==> src/include/afe_consts.svh <==
// Purpose: Register addresses, reset values, field codes and counts
// Assumes: 6-bit register address space, 8-bit data
// Notes:   Definitions only
`ifndef AFE_CONSTS_SVH
`define AFE_CONSTS_SVH

`define AFE_ADDR_FMT      6'h02
`define AFE_ADDR_CLAMP    6'h03
`define AFE_ADDR_SRST     6'h04
`define AFE_ADDR_CYCRST   6'h05
`define AFE_ADDR_LSEQ     6'h06

`define AFE_FMT_RESET     8'h20
`define AFE_CLAMP_RESET   8'h1F
`define AFE_LSEQ_RESET    8'h00
`define AFE_READ_ZERO     8'h00

`define AFE_COL_RED       2'h0
`define AFE_COL_GREEN     2'h1
`define AFE_COL_BLUE      2'h2

`define AFE_OF_8P6_A      2'h0
`define AFE_OF_8P6_B      2'h1
`define AFE_OF_7P7        2'h2
`define AFE_OF_4P4P4P2    2'h3

`define AFE_PER_NORMAL    2'h2
`define AFE_PER_MODE3     2'h3

`define AFE_CDS_ADVANCE1  2'h0
`define AFE_CDS_NORMAL    2'h1
`define AFE_CDS_RETARD1   2'h2
`define AFE_CDS_RETARD2   2'h3

`define AFE_PIECE_LAST2   2'h1
`define AFE_PIECE_LAST4   2'h3
`define AFE_TAP_DEPTH     9

`endif

==> src/include/afe_pkg.sv <==
// Purpose: Shared types of the front-end setup control block
// Assumes: Field layouts follow the register bit order, msb first
// Notes:   Constants live in afe_consts.svh
package afe_pkg;

    typedef logic [1:0] afe_colour_t;

    typedef struct packed {
        logic [1:0] latency;
        logic       dac_range;
        logic       rsvd;
        logic       ref_external;
        logic       invert;
        logic [1:0] format_sel;
    } afe_fmt_s;

    typedef struct packed {
        afe_colour_t mono_pick;
        logic [1:0]  cds_adjust;
        logic [3:0]  dac_code;
    } afe_clamp_s;

    typedef struct packed {
        afe_colour_t forced_colour;
        afe_colour_t internal_colour;
        logic        internal_clamp;
        logic        forced_mux;
        logic        autocycle;
        logic        line_seq;
    } afe_lseq_s;

    typedef struct packed {
        logic [1:0]  format_sel;
        logic        invert;
        logic        dac_power_down;
        logic        dac_drive_en;
        logic        dac_range;
        logic [3:0]  dac_code;
        logic [1:0]  latency;
        logic [1:0]  adc_period;
        logic [1:0]  cds_adjust;
        logic        mono_eff;
        afe_colour_t mono_pick_eff;
        logic        gb_pga_off;
        logic        pin_is_clamp;
        logic        clamp_en;
        afe_colour_t input_mux;
        afe_colour_t gain_mux;
    } afe_ctrl_s;

    typedef struct packed {
        logic       valid;
        logic [13:0] code;
    } afe_sample_s;

endpackage

==> src/afe_bit_sync.sv <==
// Purpose: Two-stage synchroniser for one pin level
// Assumes: Pin is asynchronous to clk_i
// Notes:   First stage feeds only the second
`timescale 1ns/1ps
`include "afe_consts.svh"
module afe_bit_sync
    import afe_pkg::*;
(
    // Clock and reset
    input  wire logic clk_i,
    input  wire logic reset_i,
    // Pin level
    input  wire logic pin_i,
    output logic      level_o
);
    typedef struct packed {
        logic s1;
        logic s2;
    } afe_sync_s;

    afe_sync_s st_q;
    afe_sync_s st_d;

    always_comb begin
        st_d    = st_q;
        st_d.s1 = pin_i;
        st_d.s2 = st_q.s1;
    end

    always_ff @(posedge clk_i) begin
        if (reset_i) begin
            st_q <= '0;
        end else begin
            st_q <= st_d;
        end
    end

    assign level_o = st_q.s2;
endmodule

==> src/afe_output_pipe.sv <==
// Purpose: Output polarity, latency delay and multiplexed word format
// Assumes: One sample pulse per converter period
// Notes:   Pieces are MSB aligned on the 8-bit output
`timescale 1ns/1ps
`include "afe_consts.svh"
module afe_output_pipe
    import afe_pkg::*;
#(
    parameter int DEPTH = `AFE_TAP_DEPTH
)(
    // Clock and reset
    input  wire logic        clk_i,
    input  wire logic        reset_i,
    // Controls
    input  wire logic        invert_i,
    input  wire logic [1:0]  latency_i,
    input  wire logic [1:0]  period_i,
    input  wire logic [1:0]  format_i,
    // Converted sample
    input  wire afe_sample_s sample_i,
    // Output word
    output logic [7:0]       data_o,
    output logic             valid_o,
    output logic             first_o
);
    typedef struct packed {
        afe_sample_s [DEPTH-1:0] pipe;
        logic [13:0]             word;
        logic [1:0]              piece;
        logic                    busy;
        logic [7:0]              data;
        logic                    valid;
        logic                    first;
    } afe_pipe_s;

    afe_pipe_s st_q;
    afe_pipe_s st_d;

    function automatic logic [3:0] tap_of(input logic [1:0] lat, input logic [1:0] per);
        tap_of = 4'({2'h0, lat} * {2'h0, per});
    endfunction

    function automatic logic [7:0] piece_of(input logic [13:0] c, input logic [1:0] f,
                                            input logic [1:0] i);
        piece_of = 8'h00;
        if (f == `AFE_OF_7P7) begin
            piece_of = (i == 2'h0) ? {c[13:7], 1'b0} : {c[6:0], 1'b0};
        end else if (f == `AFE_OF_4P4P4P2) begin
            case (i)
                2'h0:    piece_of = {c[13:10], 4'h0};
                2'h1:    piece_of = {c[9:6], 4'h0};
                2'h2:    piece_of = {c[5:2], 4'h0};
                default: piece_of = {c[1:0], 6'h00};
            endcase
        end else begin
            piece_of = (i == 2'h0) ? c[13:6] : {c[5:0], 2'h0};
        end
    endfunction

    always_comb begin
        afe_sample_s in_s;
        afe_sample_s tap_s;
        logic [3:0]  tap;
        logic [1:0]  last;
        in_s       = sample_i;
        tap_s      = '0;
        tap        = '0;
        last       = '0;
        st_d       = st_q;
        if (invert_i) begin
            in_s.code = ~sample_i.code;
        end
        st_d.pipe[0] = in_s;
        for (int k = 1; k < DEPTH; k++) begin
            st_d.pipe[k] = st_q.pipe[k-1];
        end
        tap = tap_of(latency_i, period_i);
        if (tap == 4'h0) begin
            tap_s = in_s;
        end else begin
            tap_s = st_q.pipe[tap - 4'h1];
        end
        last = (format_i == `AFE_OF_4P4P4P2) ? `AFE_PIECE_LAST4 : `AFE_PIECE_LAST2;
        st_d.valid = 1'b0;
        st_d.first = 1'b0;
        if (tap_s.valid) begin
            st_d.word  = tap_s.code;
            st_d.piece = 2'h1;
            st_d.busy  = 1'b1;
            st_d.data  = piece_of(tap_s.code, format_i, 2'h0);
            st_d.valid = 1'b1;
            st_d.first = 1'b1;
        end else if (st_q.busy) begin
            st_d.data  = piece_of(st_q.word, format_i, st_q.piece);
            st_d.valid = 1'b1;
            st_d.piece = st_q.piece + 2'h1;
            st_d.busy  = (st_q.piece != last);
        end
    end

    always_ff @(posedge clk_i) begin
        if (reset_i) begin
            st_q <= '0;
        end else begin
            st_q <= st_d;
        end
    end

    assign data_o  = st_q.data;
    assign valid_o = st_q.valid;
    assign first_o = st_q.first;
endmodule

==> src/afe_setup_control_regs.sv <==
// Purpose: Setup registers and derived controls of an imaging front end
// Assumes: Parallel register port already decoded from the serial interface
// Notes:   Derived controls lag register contents by one clock
//
// Behaviour
// Format field picks 8+6, 7+7 or 4+4+4+2 output word layout.
// Invert bit inverts converted output code polarity.
// External reference bit powers down clamp DAC and floats its output.
// DAC range bit, default one, selects supply or top-reference span.
// Latency field adds zero to three converter periods of delay.
// Converter period is two master clocks, three in mode 3.
// Four-bit DAC code, default all ones, sets clamp reference level.
// Reset timing field advances one, normal, retards one or two clocks.
// Mono channel field picks red, green or blue; code three reserved.
// Any write to software reset register resets every cell; the code keeps the derived controls and the pin synchroniser unreset.
// Any write to cycle reset register returns colour counter to red.
// Line-sequential bit selects line-by-line colour operation.
// Line-sequential forces mono select to one and channel to red.
// Line-sequential disables green and blue gain amplifiers.
// Auto-cycle bit makes shared pin step colours, else clamp input.
// While auto-cycling the pin does not clamp; internal bit governs.
// Forced-mux bit lets forced colour drive input mux alone.
// Internal clamp bit enables clamping in line-sequential auto-cycle.
// Forced colour codes red, green, blue; code three reserved.
// Host configures fields by writing codes to register addresses.
// Single-colour select: zero colour, one monochrome.
// Software reset restores defaults before the next access.
// Reset registers give one strobe and store nothing readable.
`timescale 1ns/1ps
`include "afe_consts.svh"
module afe_setup_control_regs
    import afe_pkg::*;
(
    // Clock and reset
    input  wire logic        clk_i,
    input  wire logic        reset_i,
    // Register port
    input  wire logic        wr_en_i,
    input  wire logic        rd_en_i,
    input  wire logic [5:0]  addr_i,
    input  wire logic [7:0]  wdata_i,
    output logic [7:0]       rdata_o,
    output logic             rdata_valid_o,
    // Device-level settings held elsewhere
    input  wire logic        mono_select_i,
    input  wire logic        mode3_i,
    // Shared clamp / cycle pin
    input  wire logic        clamp_cycle_pin_i,
    // Converter samples
    input  wire afe_sample_s sample_i,
    // Strobes
    output logic             soft_reset_o,
    output logic             cycle_reset_o,
    // Derived controls
    output afe_ctrl_s        ctrl_o,
    // Multiplexed output word
    output logic [7:0]       op_data_o,
    output logic             op_valid_o,
    output logic             op_first_o
);
    typedef struct packed {
        afe_fmt_s    fmt;
        afe_clamp_s  clamp;
        afe_lseq_s   lseq;
        afe_colour_t cycle_colour;
        logic        pin_prev;
        logic        srst_strobe;
        logic        cyc_strobe;
        logic [7:0]  rdata;
        logic        rvalid;
        afe_ctrl_s   ctrl;
    } afe_state_s;

    afe_state_s st_q;
    afe_state_s st_d;
    logic       pin_level;
    logic       sub_reset;

    function automatic afe_colour_t colour_step(input afe_colour_t c);
        if (c == `AFE_COL_RED) begin
            colour_step = `AFE_COL_GREEN;
        end else if (c == `AFE_COL_GREEN) begin
            colour_step = `AFE_COL_BLUE;
        end else begin
            colour_step = `AFE_COL_RED;
        end
    endfunction

    function automatic afe_state_s reset_state();
        reset_state       = '0;
        reset_state.fmt   = afe_fmt_s'(`AFE_FMT_RESET);
        reset_state.clamp = afe_clamp_s'(`AFE_CLAMP_RESET);
        reset_state.lseq  = afe_lseq_s'(`AFE_LSEQ_RESET);
        reset_state.cycle_colour = `AFE_COL_RED;
    endfunction

    // The output pipe restarts with every software reset as well; the pin synchroniser does not
    assign sub_reset = reset_i | st_q.srst_strobe;

    afe_bit_sync u_pin_sync (
        .clk_i   (clk_i),
        .reset_i (reset_i),
        .pin_i   (clamp_cycle_pin_i),
        .level_o (pin_level)
    );

    afe_output_pipe #(
        .DEPTH (`AFE_TAP_DEPTH)
    ) u_output_pipe (
        .clk_i     (clk_i),
        .reset_i   (sub_reset),
        .invert_i  (st_q.ctrl.invert),
        .latency_i (st_q.ctrl.latency),
        .period_i  (st_q.ctrl.adc_period),
        .format_i  (st_q.ctrl.format_sel),
        .sample_i  (sample_i),
        .data_o    (op_data_o),
        .valid_o   (op_valid_o),
        .first_o   (op_first_o)
    );

    always_comb begin
        logic      auto_on;
        logic      step;
        afe_ctrl_s ctrl_keep;
        auto_on = st_q.lseq.line_seq & st_q.lseq.autocycle;
        ctrl_keep = '0;
        step    = pin_level & ~st_q.pin_prev;
        st_d    = st_q;
        st_d.pin_prev    = pin_level;
        st_d.srst_strobe = 1'b0;
        st_d.cyc_strobe  = 1'b0;
        st_d.rvalid      = rd_en_i;
        st_d.rdata       = `AFE_READ_ZERO;

        // Pin pulses step the colour only in line-sequential auto-cycle
        if (auto_on && step) begin
            st_d.cycle_colour = colour_step(st_q.cycle_colour);
        end

        // Register writes
        if (wr_en_i) begin
            if (addr_i == `AFE_ADDR_FMT) begin
                st_d.fmt      = afe_fmt_s'(wdata_i);
                st_d.fmt.rsvd = 1'b0;
            end else if (addr_i == `AFE_ADDR_CLAMP) begin
                st_d.clamp = afe_clamp_s'(wdata_i);
            end else if (addr_i == `AFE_ADDR_LSEQ) begin
                st_d.lseq = afe_lseq_s'(wdata_i);
            end else if (addr_i == `AFE_ADDR_CYCRST) begin
                st_d.cycle_colour = `AFE_COL_RED;
                st_d.cyc_strobe   = 1'b1;
            end
        end

        // Register reads; strobe and unmapped addresses read zero
        if (rd_en_i) begin
            if (addr_i == `AFE_ADDR_FMT) begin
                st_d.rdata = st_q.fmt;
            end else if (addr_i == `AFE_ADDR_CLAMP) begin
                st_d.rdata = st_q.clamp;
            end else if (addr_i == `AFE_ADDR_LSEQ) begin
                st_d.rdata = st_q.lseq;
            end else begin
                st_d.rdata = `AFE_READ_ZERO;
            end
        end

        // Derived controls, registered so every output leaves a flop
        st_d.ctrl.format_sel     = st_q.fmt.format_sel;
        st_d.ctrl.invert         = st_q.fmt.invert;
        st_d.ctrl.dac_power_down = st_q.fmt.ref_external;
        st_d.ctrl.dac_drive_en   = ~st_q.fmt.ref_external;
        st_d.ctrl.dac_range      = st_q.fmt.dac_range;
        st_d.ctrl.latency        = st_q.fmt.latency;
        st_d.ctrl.adc_period     = mode3_i ? `AFE_PER_MODE3 : `AFE_PER_NORMAL;
        st_d.ctrl.dac_code       = st_q.clamp.dac_code;
        st_d.ctrl.cds_adjust     = st_q.clamp.cds_adjust;
        st_d.ctrl.gb_pga_off     = st_q.lseq.line_seq;

        if (st_q.lseq.line_seq) begin
            st_d.ctrl.mono_eff      = 1'b1;
            st_d.ctrl.mono_pick_eff = `AFE_COL_RED;
        end else begin
            st_d.ctrl.mono_eff      = mono_select_i;
            st_d.ctrl.mono_pick_eff = st_q.clamp.mono_pick;
        end

        // Clamp source: internal bit in auto-cycle, else the pin level
        st_d.ctrl.pin_is_clamp = ~auto_on;
        if (auto_on) begin
            st_d.ctrl.clamp_en = st_q.lseq.internal_clamp;
        end else begin
            st_d.ctrl.clamp_en = pin_level;
        end

        // Gain/offset mux follows the mono pick, the cycle counter or internal colour
        if (!st_q.lseq.line_seq) begin
            st_d.ctrl.gain_mux = st_d.ctrl.mono_pick_eff;
        end else if (st_q.lseq.autocycle) begin
            st_d.ctrl.gain_mux = st_q.cycle_colour;
        end else begin
            st_d.ctrl.gain_mux = st_q.lseq.internal_colour;
        end

        // Input mux may be forced apart from gain and offset muxes
        if (st_q.lseq.line_seq && st_q.lseq.forced_mux) begin
            st_d.ctrl.input_mux = st_q.lseq.forced_colour;
        end else begin
            st_d.ctrl.input_mux = st_d.ctrl.gain_mux;
        end

        // A software reset write wins over everything else except the derived controls, pin_prev and rvalid
        // Derived controls keep their one-clock lag, so they never drop to zero
        if (wr_en_i && (addr_i == `AFE_ADDR_SRST)) begin
            ctrl_keep        = st_d.ctrl;
            st_d             = reset_state();
            st_d.ctrl        = ctrl_keep;
            st_d.pin_prev    = pin_level;
            st_d.srst_strobe = 1'b1;
            st_d.rvalid      = rd_en_i;
        end
    end

    always_ff @(posedge clk_i) begin
        if (reset_i) begin
            st_q <= reset_state();
        end else begin
            st_q <= st_d;
        end
    end

    assign rdata_o       = st_q.rdata;
    assign rdata_valid_o = st_q.rvalid;
    assign soft_reset_o  = st_q.srst_strobe;
    assign cycle_reset_o = st_q.cyc_strobe;
    assign ctrl_o        = st_q.ctrl;
endmodule

==> config.mk <==
export PLATFORM = sky130hd
export DESIGN_NAME = afe_setup_control_regs
export DESIGN_NICKNAME = d
export VERILOG_FILES = /design/src/include/afe_pkg.sv /design/src/afe_bit_sync.sv /design/src/afe_output_pipe.sv /design/src/afe_setup_control_regs.sv
export VERILOG_INCLUDE_DIRS = /design/src /design/src/include
export SDC_FILE = /design/constraint.sdc
export NUM_CORES = 1
export LEC_CHECK = 0
export BUFFER_PORTS_ARGS = -buffer_cell sky130_fd_sc_hd__buf_2
export CAP_MARGIN = 0
export CORE_ASPECT_RATIO = 0.6
export CORE_UTILIZATION = 63
export CTS_CLUSTER_SIZE = 25
export DETAILED_ROUTE_END_ITERATION = 8
export PLACE_DENSITY = 0.92
export SLEW_MARGIN = 20
export SYNTH_ARGS = -nofsm -noshare
export SYNTH_HDL_FRONTEND = slang
export SYNTH_SLANG_ARGS = --single-unit
==> constraint.sdc <==
create_clock -name clk_i -period 4.33 [get_ports clk_i]
set_input_delay 0.866 -clock clk_i [delete_from_list [all_inputs] [get_ports clk_i]]
set_output_delay 0.866 -clock clk_i [all_outputs]
set_load 0.005 [all_outputs]
== Word level (Yosys, flattened, before mapping) ==
Cells that the tools add are included.

* Muxes and demuxes: 39
* $lt $le $gt $ge: 1
* Eq/ne operators: 11
* Multipliers: 1
* Bitwise logic cells: 11
* Add/subtract/negate cells: 2
* Reductions and logical operators: 14

{| class="wikitable"
|+ Operators with widths
! operator !! count
|-
| 8-bit 2-to-1 mux || 8
|-
| 15-bit binary-select mux with 4-bit select || 1
|-
| 37-bit 2-to-1 mux || 1
|-
| 15-bit 2-to-1 mux || 2
|-
| 2-bit 2-to-1 mux || 12
|-
| 8-bit one-hot mux with 3 select lines || 1
|-
| 11-bit 2-to-1 mux || 2
|-
| 6-bit by 3-bit == test with 1-bit output (second input constant) || 3
|-
| 14-bit 2-to-1 mux || 1
|-
| 14-bit inverter || 1
|-
| 6-bit by 2-bit == test with 1-bit output (second input constant) || 2
|-
| 1-bit 2-to-1 mux || 8
|-
| 4-bit 2-to-1 mux || 2
|-
| 1-bit inverter || 7
|-
| 2-bit == test (second input constant) || 3
|-
| 6-bit OR reduction || 1
|-
| 4-bit by 5-bit less-than comparator with 1-bit output (second input constant) || 1
|-
| 2-bit by 1-bit == test with 1-bit output (second input constant) || 2
|-
| 2-bit logical NOT || 2
|-
| 4-bit logical NOT || 1
|-
| 2-bit by 2-bit multiplier with 4-bit output || 1
|-
| 4-bit AND reduction || 1
|-
| 2-bit OR reduction || 2
|-
| 4-bit by 1-bit subtractor with 4-bit output (second input constant) || 1
|-
| other kinds (10) || 13
|}

* Logic and storage cells: 142
* Bits of input ports: 36
* Flip-flop bits (word level): 227

== Logic depth before layout (Yosys ltp) ==
* Depth after elaboration: 9
* Depth in mapped cells: 12
* Depth with buffers taken out: 10

== By module ==
From an unflattened synthesis, not the netlist that was laid out.

* Cell total of the unflattened synthesis: 886
* Area total of the unflattened synthesis: 9,107.5 µm²

{| class="wikitable"
|+ Modules (own cells, without submodules)
! module !! area an instance (µm²) !! instances !! cells each
|-
| afe_output_pipe || 6,458.7 || 1 || 598
|-
| afe_setup_control_regs || 2,596.2 || 1 || 284
|-
| afe_bit_sync || 52.6 || 1 || 4
|}

== Worst setup path before layout ==
Ideal clock, no wire load.

* Kind: register -> register
* Start point: register st_q, in the netlist ctrl_o[12]
* End point: register u_output_pipe.st_q, in the netlist u_output_pipe.data_o[7]
* Slack: 1.583 ns
* Required time: 4.190 ns
* Library setup time: 0.140 ns
* Arrival: 2.607 ns
* Cell stages (with the launch flop): 13
* Cell sequence: dfxtp_1 and2_1 ha_1 inv_1 ha_1 buf_2 nand4_1 nor3_1 a21boi_1 o21a_1 buf_6 nor2_2 a211oi_2

* Cells in the longest elaborated chain, start to end: 6
* Elaborated cells on any way between the ends: 8
* Those cells by class: add/sub (1); mul (1); mux (4); reduce/logical (2)

{| class="wikitable"
|+ RTL lines
! item !! line !! RTL
|-
| start: declaration || afe_setup_control_regs.sv:74 || <nowiki>afe_state_s st_q;</nowiki>
|-
| start signal: assignment || afe_setup_control_regs.sv:227 || <nowiki>st_q <= reset_state();</nowiki>
|-
| start signal: assignment || afe_setup_control_regs.sv:229 || <nowiki>st_q <= st_d;</nowiki>
|-
| 2-bit by 2-bit multiplier with 4-bit output (*) || afe_output_pipe.sv:40 || <nowiki>tap_of = 4'({2'h0, lat} * {2'h0, per});</nowiki>
|-
| 4-bit by 1-bit subtractor with 4-bit output || afe_output_pipe.sv:81 || <nowiki>tap_s = st_q.pipe[tap - 4'h1];</nowiki>
|-
| 15-bit binary-select mux with 4-bit select || afe_output_pipe.sv:81 ||
|-
| 15-bit 2-to-1 mux (not written as such) || afe_output_pipe.sv:81 ||
|-
| 15-bit 2-to-1 mux (*) || afe_output_pipe.sv:78 || <nowiki>if (tap == 4'h0) begin</nowiki>
|-
| 11-bit 2-to-1 mux or 2-bit nonzero test (tied branches) || n/a ||
|-
| end signal: assignment || afe_output_pipe.sv:105 || <nowiki>st_q <= st_d;</nowiki>
|-
| end: declaration || afe_output_pipe.sv:36 || <nowiki>afe_pipe_s st_q;</nowiki>
|}

Mark *: on every way between the ends. The rest lies on a longest branch, timed or not. The select of a mux whose other input is x is not followed.
A chain may end at the register's enable or synchronous reset.

== Final worst setup path ==
* Start point: register st_q, in the netlist ctrl_o[12]
* End point: register u_output_pipe.st_q, in the netlist u_output_pipe.data_o[1]

* Cells in the longest elaborated chain, start to end: 8
* Elaborated cells on any way between the ends: 10
* Those cells by class: add/sub (1); mul (1); mux (6); reduce/logical (2)

{| class="wikitable"
|+ RTL lines
! item !! line !! RTL
|-
| 2-bit by 2-bit multiplier with 4-bit output (*) || afe_output_pipe.sv:40 ||
|-
| 4-bit by 1-bit subtractor with 4-bit output || afe_output_pipe.sv:81 ||
|-
| 15-bit binary-select mux with 4-bit select || afe_output_pipe.sv:81 ||
|-
| 15-bit 2-to-1 mux (not written as such) || afe_output_pipe.sv:81 ||
|-
| 15-bit 2-to-1 mux (*) || afe_output_pipe.sv:78 ||
|-
| 4-bit 2-to-1 mux || afe_output_pipe.sv:48 || <nowiki>end else if (f == `AFE_OF_4P4P4P2) begin</nowiki>
|-
| 4-bit 2-to-1 mux || afe_output_pipe.sv:46 || <nowiki>if (f == `AFE_OF_7P7) begin</nowiki>
|-
| 11-bit 2-to-1 mux || afe_output_pipe.sv:86 || <nowiki>if (tap_s.valid) begin</nowiki>
|}

Marked as above.

==> results.py <==
metrics = {
    "outcome": {
        "outcome": "finished clean",
    },
    "floorplanning": {
        "die_h_um": 94.03,
        "row_count": 33,
        "initial_core_util": 0.6488,
        "die-area_sq_um": 14610,
        "ios": 83,
        "die_w_um": 155.4,
        "coreArea_sq_um": 13710,
    },
    "logic_synthesis": {
        "ys.flop_type": "dfxtp_1",
        "synth_edf_count": 0,
        "ys_ff_latch": 227,
        "synth_mux_area_frac": 0.09989,
        "syn-num-nets": 916,
        "synth_area_sq_um": 8894,
        "ys_async_sr_fraction": 0,
        "synthCells": 872,
        "synth_xor_area_frac": 0.01956,
        "synth_seq_area_share": 0.5110,
        "synth_compound_area_frac": 0.09271,
        "yosys_warnings": 0,
        "synthAdderAreaFrac": 0.01125,
        "ys_types": 58,
        "syn_area_per_cell_sq_um": 10.20,
        "synth_top_family_by_area": "simple AND/OR/NAND/NOR gates",
        "yosys.area_share.simple": 0.1995,
    },
    "drt": {
        "routed_wl_um": 19340,
        "vias": 6316,
        "antenna_left": 0,
        "drc_errors": 0,
        "avgViaCountPerCell": 5.789,
        "wl_per_cell_um": 17.73,
        "drt_pass1_iterations": 5,
        "drt_iter0_drc": 617,
    },
    "grt": {
        "grt_pass1_vias": 5789,
        "use_met3": 0.06873,
        "grt_first_pass_wirelength_um": 31080,
        "grt_overflow_total": 0,
        "grt_max_degree": 90,
        "busiest_layer": "met1",
        "met1_usage": 0.4223,
        "grt_use_met2": 0.3842,
        "grt_usage": 0.2756,
        "antenna_found_initial": 0,
    },
    "sta": {
        "fmax_mhz": 269.3,
        "hold_viol_final": 0,
        "fin_crit_sh": 0.8576,
        "worst_slew_pin_slew_ns": 1.033,
        "rsz0062_at_grt": "false",
        "final-setup-viol-count": 0,
        "max-slew-margin-rel": 0.3106,
        "finalSetupTns_ns": 0,
        "finalClockSkew_ns": 0.01399,
        "finalWorstSetupSlack_ns": 0.6167,
        "fin_crit_ns": 3.713,
        "whs_ns": 0.4467,
        "slew_viol_final": 0,
    },
    "clock_tree": {
        "cts.clk_slew.worst_paths_ns": 0.07,
        "clockBufferDepth": 3,
        "cts_buffers": 20,
        "holdBufCountCts": 0,
        "htreeDepth": 1,
        "cts.sinks": 227,
        "insertion_delay_ns": 0.50,
        "post_cts_buffers": 0,
        "cts_resized": 0,
        "root_buffer": "clkbuf_16",
        "cts_tree": "built",
    },
    "worst_setup_path": {
        "required_ns": 4.73,
        "cp_cell_sequence": "and2_1, ha_1, ha_1, a211oi_1, xnor2_1, nand2_1, o21ai_2, o21ai_0, o32ai_1",
        "crit_top_cell": "ha_1",
        "endpoint_kind": "flop",
        "crit_family": "compound AO/OA/AOI/OAI gates",
        "path_max_fanout": 22,
        "slowest_delay_ns": 0.84,
        "start_kind": "flop",
        "worstPathArrival_ns": 4.12,
        "path_class": "reg2reg",
        "critPathSlowestCell": "o21ai_2",
        "cp_num_buf_inv": 0,
    },
    "cells_and_area": {
        "post_route_cells_drive_above_1_share": 0.1924,
        "layout_common_cells": "227 x dfxtp_1, 125 x and2_1, 82 x buf_2",
        "syn_to_final_growth_pct": 9.342,
        "n_fill_cell": 968,
        "fin_util": 0.7094,
        "fin_nets": 930,
        "diodes": 0,
        "mostFrequentLayoutCell": "dfxtp_1",
    },
    "power": {
        "leakage_nw": 3.946,
        "p_per_area_nw_per_um2": 427.0,
        "vdd_drop_max_uv": 295.0,
        "p_total_w": 0.004152,
    },
    "placed_design": {
        "place_congestion": 0.9187,
        "portBuffers": 82,
        "hpwl_um": 13070,
        "pre_cts_ws_ns": 0.7536,
    },
    "flow_run": {
        "max_cap_viol_count": 0,
    },
    "hold_path": {
        "worstHoldPathType": "reg2reg",
    },
}
power by group:
part           internal [W]  switching (W)
Clock               0.00102       0.000761
Combinational     0.0000833       0.000120
Sequential          0.00214      0.0000347
kinds of logic after synthesis:
kind of cell | Yosys count
simple gates | 330
flops | 227
compound gates | 128
buf+inv | 106
mux | 54
xor+xnor | 19
fa+ha+maj | 8
layer usage:
metal,wire (um),share of wire
met5,0,0
met4,343,0.018
met3,1830,0.095
met2,7957,0.41
met1,9206,0.48
cell type report:
| type | instances | area, sq um | share of cell area |
|---|---|---|---|
| clock buffers | 28 | 590.6 | 0.06073 |
| clock inverters | 7 | 73.82 | 0.007591 |
| inverters | 10 | 37.54 | 0.003860 |
| multi-input cells | 539 | 3770 | 0.3877 |
| flip-flops and latches | 227 | 4544 | 0.4673 |
| well taps | 192 | 240.2 | 0.02470 |
| repair buffers | 88 | 467.9 | 0.04812 |
registers in the layout, summed over array words and instances, names as in the netlist:
register,count
rdata_valid_o,1
soft_reset_o,1
cycle_reset_o,1
u_output_pipe.valid_o,1
u_output_pipe.st_d,120
ctrl_o,26
u_output_pipe.data_o,8
st_q,26
u_pin_sync.st_d,1
u_output_pipe.first_o,1
u_pin_sync.level_o,1
u_output_pipe.st_q,32
rdata_o,8
through the flow:
stage / std cells / area, sq um
floorplan: 872 / 8894
global placement: 1056 / 9060
detailed placement: 1056 / 9060
CTS: 1091 / 9724
global route: 1091 / 9724
finish: 1091 / 9724
cell usage after synthesis, drive strengths merged, types with 9 or more instances:
master | n | area [sq um]
dfxtp | 227 | 4544
buf | 54 | 392.9
mux4 | 27 | 608.1
nor3 | 10 | 65.06
inv | 9 | 33.78
nand2 | 46 | 172.7
xnor2 | 18 | 157.7
nor2b | 24 | 150.1
nand3 | 27 | 135.1
o21ai | 30 | 161.4
mux2i | 19 | 190.2
clkbuf | 42 | 157.7
nor2 | 67 | 256.5
and2 | 126 | 788.3
a21oi | 48 | 240.2
a22oi | 11 | 82.58
worst paths after layout:
kind / from / endpoint / slack, ns / cells past startpoint
worst max-delay path: ctrl_o[12] / u_output_pipe.data_o[1] / 0.62 / 9
worst min-delay path: u_pin_sync.st_d[0] / u_pin_sync.level_o / 0.45 / 1
worst max register to register: ctrl_o[12] / u_output_pipe.data_o[1] / 0.62 / 9
worst min register to register: u_pin_sync.st_d[0] / u_pin_sync.level_o / 0.45 / 1
(Power assumes the default switching activity.)
